[src/inc/msi_regs.svh]
// Register indexes, field positions and reset values of the soft-iron bank
`ifndef MSI_REGS_SVH
`define MSI_REGS_SVH

// Register indexes; the APB byte address is four times the index
`define MSI_IDX_SI_R1C1_L 8'hc6
`define MSI_IDX_SI_R1C1_H 8'hc7
`define MSI_IDX_SI_R1C2_L 8'hc8
`define MSI_IDX_SI_R1C2_H 8'hc9
`define MSI_IDX_SI_R1C3_L 8'hca
`define MSI_IDX_SI_R1C3_H 8'hcb
`define MSI_IDX_SI_R2C2_L 8'hcc
`define MSI_IDX_SI_R2C2_H 8'hcd
`define MSI_IDX_SI_R2C3_L 8'hce
`define MSI_IDX_SI_R2C3_H 8'hcf
`define MSI_IDX_SI_R3C3_L 8'hd0
`define MSI_IDX_SI_R3C3_H 8'hd1
`define MSI_IDX_ROT_YZ 8'hd4
`define MSI_IDX_ROT_X 8'hd5

// Reset values
`define MSI_RST_ZERO 8'h00
`define MSI_RST_UNITY_HI 8'h3c
`define MSI_RST_ROT_YZ 8'h05
`define MSI_RST_ROT_X 8'h02

// Field positions and writable masks of the rotation registers
`define MSI_Y_SEL_LSB 4
`define MSI_Z_SEL_LSB 0
`define MSI_X_SEL_LSB 0
`define MSI_ROT_YZ_MASK 8'h77
`define MSI_ROT_X_MASK 8'h07

// Axis source codes
`define MSI_SEL_POS_Y 3'h0
`define MSI_SEL_NEG_Y 3'h1
`define MSI_SEL_POS_X 3'h2
`define MSI_SEL_NEG_X 3'h3
`define MSI_SEL_NEG_Z 3'h4
`define MSI_SEL_POS_Z 3'h5

`endif

[src/inc/msi_pkg.sv]
// Types shared by the soft-iron register bank
`default_nettype none
package msi_pkg;

   typedef struct packed {
      logic sign;
      logic [4:0] expo;
      logic [9:0] frac;
   } msi_fp16_s;

   typedef struct packed {
      msi_fp16_s r1c1;
      msi_fp16_s r1c2;
      msi_fp16_s r1c3;
      msi_fp16_s r2c1;
      msi_fp16_s r2c2;
      msi_fp16_s r2c3;
      msi_fp16_s r3c1;
      msi_fp16_s r3c2;
      msi_fp16_s r3c3;
   } msi_matrix_s;

   typedef enum logic [2:0] {
      MSI_AX_X = 3'b001,
      MSI_AX_Y = 3'b010,
      MSI_AX_Z = 3'b100
   } msi_axis_e;

   typedef struct packed {
      logic negate;
      msi_axis_e axis;
   } msi_map_s;

endpackage
`default_nettype wire

[src/hw/msi_axis_decode.sv]
// Decoder from a 3-bit axis source code to a signed axis choice
`timescale 1ns/1ps
`default_nettype none
`include "msi_regs.svh"

module msi_axis_decode (
   input wire logic [2:0] sel_i,
   output msi_pkg::msi_map_s map_o
);

   always_comb begin
      map_o.negate = 1'b0;
      map_o.axis = msi_pkg::MSI_AX_Y;
      case (sel_i)
         `MSI_SEL_NEG_Y: begin
            map_o.negate = 1'b1;
         end
         `MSI_SEL_POS_X: begin
            map_o.axis = msi_pkg::MSI_AX_X;
         end
         `MSI_SEL_NEG_X: begin
            map_o.negate = 1'b1;
            map_o.axis = msi_pkg::MSI_AX_X;
         end
         `MSI_SEL_NEG_Z: begin
            map_o.negate = 1'b1;
            map_o.axis = msi_pkg::MSI_AX_Z;
         end
         `MSI_SEL_POS_Z: begin
            map_o.axis = msi_pkg::MSI_AX_Z;
         end
         // Unused codes fall back to plus Y
         default: begin
         end
      endcase
   end

endmodule
`default_nettype wire

[src/hw/msi_regs_top.sv]
// APB register bank for magnetometer soft-iron matrix and axis remap
`timescale 1ns/1ps
`default_nettype none
`include "msi_regs.svh"

// How it works
// - Coefficients are half floats: sign, exponent, fraction
// - Coefficient low byte even, high byte odd
// - Row1col3 value also feeds row3col1
// - Row2col3 value also feeds row3col2
// - Row2col2, row3col3 reset to unity 0x3c00
// - Off-diagonal row1col3, row2col3 reset to zero
// - Y selector bits 6:4, reset plus Y
// - Z selector bits 2:0, reset plus Z
// - X selector bits 2:0, reset plus X
// - Row1col1 high byte resets to 0x3c
// - Row1col2 value also feeds row2col1
module msi_regs_top #(
   parameter int ADDR_W = 12
) (
   input wire logic mclk_i,
   input wire logic rst_n_i,
   input wire logic psel_i,
   input wire logic penable_i,
   input wire logic pwrite_i,
   input wire logic [ADDR_W-1:0] paddr_i,
   input wire logic [31:0] pwdata_i,
   input wire logic [3:0] pstrb_i,
   output logic pready_o,
   output logic [31:0] prdata_o,
   output logic pslverr_o,
   output msi_pkg::msi_matrix_s coef_o,
   output msi_pkg::msi_map_s x_map_o,
   output msi_pkg::msi_map_s y_map_o,
   output msi_pkg::msi_map_s z_map_o
);

   localparam int NB = 12;
   localparam logic [7:0] SI_RST [NB] = '{
      `MSI_RST_ZERO, `MSI_RST_UNITY_HI,
      `MSI_RST_ZERO, `MSI_RST_ZERO,
      `MSI_RST_ZERO, `MSI_RST_ZERO,
      `MSI_RST_ZERO, `MSI_RST_UNITY_HI,
      `MSI_RST_ZERO, `MSI_RST_ZERO,
      `MSI_RST_ZERO, `MSI_RST_UNITY_HI};
   localparam msi_pkg::msi_map_s MAP_RST [3] = '{
      '{negate: 1'b0, axis: msi_pkg::MSI_AX_X},
      '{negate: 1'b0, axis: msi_pkg::MSI_AX_Y},
      '{negate: 1'b0, axis: msi_pkg::MSI_AX_Z}};

   // Index D5 needs ten address bits
   generate
      if (ADDR_W < 10 || ADDR_W > 32) begin : g_bad_width
         $error("msi_regs_top: ADDR_W must be 10 to 32");
      end
   endgenerate

   logic [7:0] si_byte [NB];
   logic [7:0] rot_yz;
   logic [7:0] rot_x;
   msi_pkg::msi_map_s map_q [3];
   logic [2:0] sel_code [3];
   msi_pkg::msi_map_s map_dec [3];
   logic [15:0] coef_word [6];

   logic [ADDR_W-3:0] idx;
   logic setup;
   logic access;
   logic wr_en;
   logic hit_si;
   logic hit_yz;
   logic hit_x;
   logic [3:0] si_sel;
   logic [7:0] rd_byte;
   logic [ADDR_W-3:0] rel;

   assign idx = paddr_i[ADDR_W-1:2];
   assign setup = psel_i & ~penable_i;
   assign access = psel_i & penable_i & pready_o;
   // Lane 0 carries the byte; other lanes are ignored
   assign wr_en = access & pwrite_i & pstrb_i[0];
   assign rel = idx - (ADDR_W-2)'(`MSI_IDX_SI_R1C1_L);

   // Address decode; misaligned byte addresses never hit
   always_comb begin
      hit_si = 1'b0;
      hit_yz = 1'b0;
      hit_x = 1'b0;
      si_sel = 4'h0;
      if (paddr_i[1:0] != 2'b00) begin
         hit_si = 1'b0;
      end else if (idx >= (ADDR_W-2)'(`MSI_IDX_SI_R1C1_L) &&
                   idx <= (ADDR_W-2)'(`MSI_IDX_SI_R3C3_H)) begin
         hit_si = 1'b1;
         si_sel = rel[3:0];
      end else if (idx == (ADDR_W-2)'(`MSI_IDX_ROT_YZ)) begin
         hit_yz = 1'b1;
      end else if (idx == (ADDR_W-2)'(`MSI_IDX_ROT_X)) begin
         hit_x = 1'b1;
      end
   end

   always_comb begin
      rd_byte = 8'h00;
      if (hit_si) begin
         rd_byte = si_byte[si_sel];
      end else if (hit_yz) begin
         rd_byte = rot_yz;
      end else if (hit_x) begin
         rd_byte = rot_x;
      end
   end

   // Coefficient byte storage, one register per byte
   generate
      for (genvar i = 0; i < NB; i++) begin : g_si
         always_ff @(posedge mclk_i or negedge rst_n_i) begin
            if (!rst_n_i) begin
               si_byte[i] <= SI_RST[i];
            end else if (wr_en && hit_si && si_sel == 4'(i)) begin
               si_byte[i] <= pwdata_i[7:0];
            end
         end
      end
      for (genvar k = 0; k < 6; k++) begin : g_word
         assign coef_word[k] = {si_byte[2*k+1], si_byte[2*k]};
      end
   endgenerate

   // Each word is a half float: sign, exponent, fraction
   assign coef_o.r1c1 = coef_word[0];
   assign coef_o.r1c2 = coef_word[1];
   assign coef_o.r2c1 = coef_word[1];
   assign coef_o.r1c3 = coef_word[2];
   assign coef_o.r3c1 = coef_word[2];
   assign coef_o.r2c2 = coef_word[3];
   assign coef_o.r2c3 = coef_word[4];
   assign coef_o.r3c2 = coef_word[4];
   assign coef_o.r3c3 = coef_word[5];

   // Unused bits are not stored and read back as zero
   always_ff @(posedge mclk_i or negedge rst_n_i) begin
      if (!rst_n_i) begin
         rot_yz <= `MSI_RST_ROT_YZ;
      end else if (wr_en && hit_yz) begin
         rot_yz <= pwdata_i[7:0] & `MSI_ROT_YZ_MASK;
      end
   end

   always_ff @(posedge mclk_i or negedge rst_n_i) begin
      if (!rst_n_i) begin
         rot_x <= `MSI_RST_ROT_X;
      end else if (wr_en && hit_x) begin
         rot_x <= pwdata_i[7:0] & `MSI_ROT_X_MASK;
      end
   end

   assign sel_code[0] = rot_x[`MSI_X_SEL_LSB +: 3];
   assign sel_code[1] = rot_yz[`MSI_Y_SEL_LSB +: 3];
   assign sel_code[2] = rot_yz[`MSI_Z_SEL_LSB +: 3];

   // Decoded choice registered so the datapath sees a flop
   generate
      for (genvar a = 0; a < 3; a++) begin : g_axis
         msi_axis_decode u_dec (
            .sel_i(sel_code[a]),
            .map_o(map_dec[a])
         );
         always_ff @(posedge mclk_i or negedge rst_n_i) begin
            if (!rst_n_i) begin
               map_q[a] <= MAP_RST[a];
            end else begin
               map_q[a] <= map_dec[a];
            end
         end
      end
   endgenerate

   assign x_map_o = map_q[0];
   assign y_map_o = map_q[1];
   assign z_map_o = map_q[2];

   // Zero wait states: ready rises for exactly the access phase
   always_ff @(posedge mclk_i or negedge rst_n_i) begin
      if (!rst_n_i) begin
         pready_o <= 1'b0;
      end else begin
         pready_o <= setup;
      end
   end

   always_ff @(posedge mclk_i or negedge rst_n_i) begin
      if (!rst_n_i) begin
         prdata_o <= 32'h0000_0000;
      end else if (setup) begin
         prdata_o <= {24'h00_0000, rd_byte};
      end
   end

   always_ff @(posedge mclk_i or negedge rst_n_i) begin
      if (!rst_n_i) begin
         pslverr_o <= 1'b0;
      end else begin
         pslverr_o <= setup & ~(hit_si | hit_yz | hit_x);
      end
   end

   // First cycle after reset release, for the reset checks
   logic past_reset;
   always_ff @(posedge mclk_i or negedge rst_n_i) begin
      if (!rst_n_i) begin
         past_reset <= 1'b0;
      end else begin
         past_reset <= 1'b1;
      end
   end
endmodule
`default_nettype wire

[config.mk]
export PLATFORM = sky130hd
export DESIGN_NAME = msi_regs_top
export DESIGN_NICKNAME = d
export VERILOG_FILES = /design/src/inc/msi_pkg.sv /design/src/hw/msi_axis_decode.sv /design/src/hw/msi_regs_top.sv
export VERILOG_INCLUDE_DIRS = /design/src /design/src/inc
export SDC_FILE = /design/constraint.sdc
export NUM_CORES = 1
export LEC_CHECK = 0
export BUFFER_PORTS_ARGS = -buffer_cell sky130_fd_sc_hd__buf_2
export CELL_PAD_IN_SITES_DETAIL_PLACEMENT = 0
export CELL_PAD_IN_SITES_GLOBAL_PLACEMENT = 1
export CORE_MARGIN = 2
export CORE_UTILIZATION = 41
export CTS_CLUSTER_SIZE = 25
export DETAILED_ROUTE_END_ITERATION = 8
export PLACE_DENSITY = 0.86
export SKIP_LAST_GASP = 1
export SYNTH_ARGS = -nofsm -noshare
export SYNTH_HDL_FRONTEND = slang
export SYNTH_SLANG_ARGS = --single-unit
[constraint.sdc]
create_clock -name mclk_i -period 3.93 [get_ports mclk_i]
set_input_delay 0.786 -clock mclk_i [delete_from_list [all_inputs] [get_ports mclk_i]]
set_output_delay 0.786 -clock mclk_i [all_outputs]
set_load 0.1 [all_outputs]
==> run metrics <==
status finished, final reports clean; Total GRT Usage between 20% and 30%; Critical Path End Type register; clk_lat worst skew 0.42 ns; Synth Area in Adders less than 1%; number of fill cells 1358; Max Slew Vio Count 0; CORE AREA around 0.015 mm²; cts bufs inserted 17; I/O pins ~240; number of global-route vias before repair 4500; f_max between 300 and 400 MHz; std cell rows between 40 and 50; Iter 0 DRT Violations a little under 300; Synth Area in Compound Gates between 4 and 5%; global-route wire length before repair 26.2 mm; Sequential Area between 0.003 and 0.004 mm²; critical path type in2reg; max_cap viols 0; crit-path leading delay family simple AND/OR/NAND/NOR gates; initial antenna violation count 0; CP Cell Sequence buf_2 -> ha_1 -> nor3_1 -> nand3_1 -> nor3_4 -> mux2_2; Yosys top cell area share 42.4%; HPWL reported at the end of detailed placement around 13 mm; slew of the pin with the lowest slew margin between 0.9 and 1 ns; Post-CTS Resized 0; TritonCTS clock tree built; fraction of synthesized area in multiplexers a little over a quarter; hold_buf cts 0; worst hold margin a little over 0.3 ns; Multi-input gate area 0.00265 mm²; Final Hold Vio Count 0; Worst path max stage delay roughly 0.59 ns; largest family of logic cells by synthesized area multiplexers; Layout Skew 0.00627 ns; Syn Std Cell Area 0.00643 mm²; share of async-settable or async-resettable flops after synthesis 100%; die width between 100 and 150 µm; Antenna Cells 0; CP bufs+invs 1; P_leak about 0.0042 µW; crit share post-route between 70 and 80%; Reg clk slew, reported paths ~0.060 ns; initial core utilization ~42%; reg2reg setup slack roughly 1.5 ns; Final setup violation count 0; CTS Root Cell clkbuf_16; ys flop type dfrtp_1; number of enable flip-flop cells after synthesis 0; total gr overflow 0; WP data required approximately 4.2 ns; Post-Layout Cell Count ~870; Post-Synthesis Cells 498; Setup Buffers After CTS 0; drt first pass iters 4; placed insts approximately 840; Fin Setup TNS 0 ns; pin count of the biggest net entering global routing ~60; die height between 100 and 150 µm; synth unique cells a little over 50; power per cell area approximately 430 mW/mm²; Port Buf Inserts roughly 190; sequential area share after synthesis 49.8%; post-route antenna net violation count 0; CTS H-tree depth 4; final critical-path required period approximately 2.9 ns; yosys warns 0; slowest CP cell nor3_1; die area 0.0167 mm²; wire length per cell between 15 and 20 µm; Setup WS post-layout between 0.9 and 1 ns; Hold/Removal Path Class in2async; fraction of layout cells with a size suffix above 1 approximately three fifths; Critical Path Source Type input pin; Max-slew headroom approximately 36%; Area growth, synth to finish 22.1%; gpl congestion 0.867; Yosys reg bits between 100 and 150; via count ~4500; vias per inst about 5.2; RSZ-0062 raised after global routing false; Post-Synth Simple-Gate Area a little under 8%; Post-Place Setup Slack 0.544 ns; area leader, netlist dfrtp_1; Post-Synth XOR/XNOR Area less than 1%; Critical Path Fanout Max 11; final wirelength 17.2 mm; clock sink count 127; Area contributors post-synth dfrtp_1 (42%), mux2_2 (19%), buf_4 (8.5%); Layout Nets 701; # DRC 0; Post-Syn Area per Cell about 13 µm²; Arr. time, crit path ~3.2 ns; Max IR drop VDD about 0.00026 V; Max clock buf depth 2
cell type report:
type / instances / area share [%]
clock buffers: 21 / 5.86
well taps: 211 / 3.36
flip-flops and latches: 127 / 40.8
repair buffers: 200 / 13.2
inverters: 8 / 0.382
multi-input cells: 291 / 33.7
clock inverters: 11 / 2.68
report_power, final:
group | switching, µW | internal (µW)
combinational | 215 | 40.4
clock | 566 | 1220
sequential | 1.21 | 1310
total | 782 | 2570
final timing paths:
path / cells after the start / from / to
worst max register to register: 5 / pready_o / coef_o[6]
max in group asynchronous: 2 / rst_n_i / x_map_o[0]
worst min-delay path: 1 / rst_n_i / coef_o[135]
worst max-delay path: 6 / paddr_i[4] / coef_o[6]
worst min register to register: 2 / prdata_o[6] / prdata_o[6]
min in group mclk_i: 2 / prdata_o[6] / prdata_o[6]
metrics by stage:
stage | area [µm²] | total power (µW) | util (%)
finish | 7850 | 3350 | 51.5
global route | 7850 | 3460 | 51.5
CTS | 7850 | 3390 | 51.5
detailed placement | 7180 | 1590 | 47.1
global placement | 7180 | 1590 | 47.1
floorplan | 6520 | 1530 | -
cells in the mapped netlist, types with 7 or more instances:
master    count
nor2_1       19
nor3_1        7
dfstp_2      18
nand2_1      21
mux2_2      110
dfrtp_1     109
inv_1         8
mux4_2       18
clkbuf_1     12
o21ai_0       9
buf_4        73
nand3_1      11
buf_2         7
logic make-up (layout without fill, tap and decap cells):
| kind of cell | after synthesis | count (layout) |
|---|---|---|
| xor+xnor | 2 | 2 |
| other cells | 1 | 24 |
| buf+inv | 103 | 240 |
| simple gates | 87 | 87 |
| mux | 133 | 133 |
| fa+ha+maj | 3 | 3 |
| flops | 127 | 127 |
| compound gates | 42 | 42 |
cell usage in the layout, fill, tap and decap left out, types with 7 or more instances in the layout:
cell type / n
dfrtp_1: 109
nand3_1: 11
buf_4: 9
buf_2: 190
nor3_1: 7
conb_1: 24
nor2_1: 19
mux4_2: 18
mux2_2: 110
dfstp_2: 18
o21ai_0: 9
inv_1: 8
clkbuf_16: 17
nand2_1: 21
metal layers:
layer,up-vias,wire length (µm),global-route usage (%)
li1,2005,-,-
met1,2301,7000,28.0
met5,-,0,0
met2,196,8550,34.2
met3,24,1340,5.33
met4,0,332,8.57
sequential cells by signal (all words and copies together), names as in the netlist:
register,count
z_map_o,4
coef_o,96
x_map_o,4
prdata_o,8
pready_o,1
pslverr_o,1
y_map_o,4
rot_yz,6
rot_x,3
No activity file was read; power rests on OpenSTA's default activity.
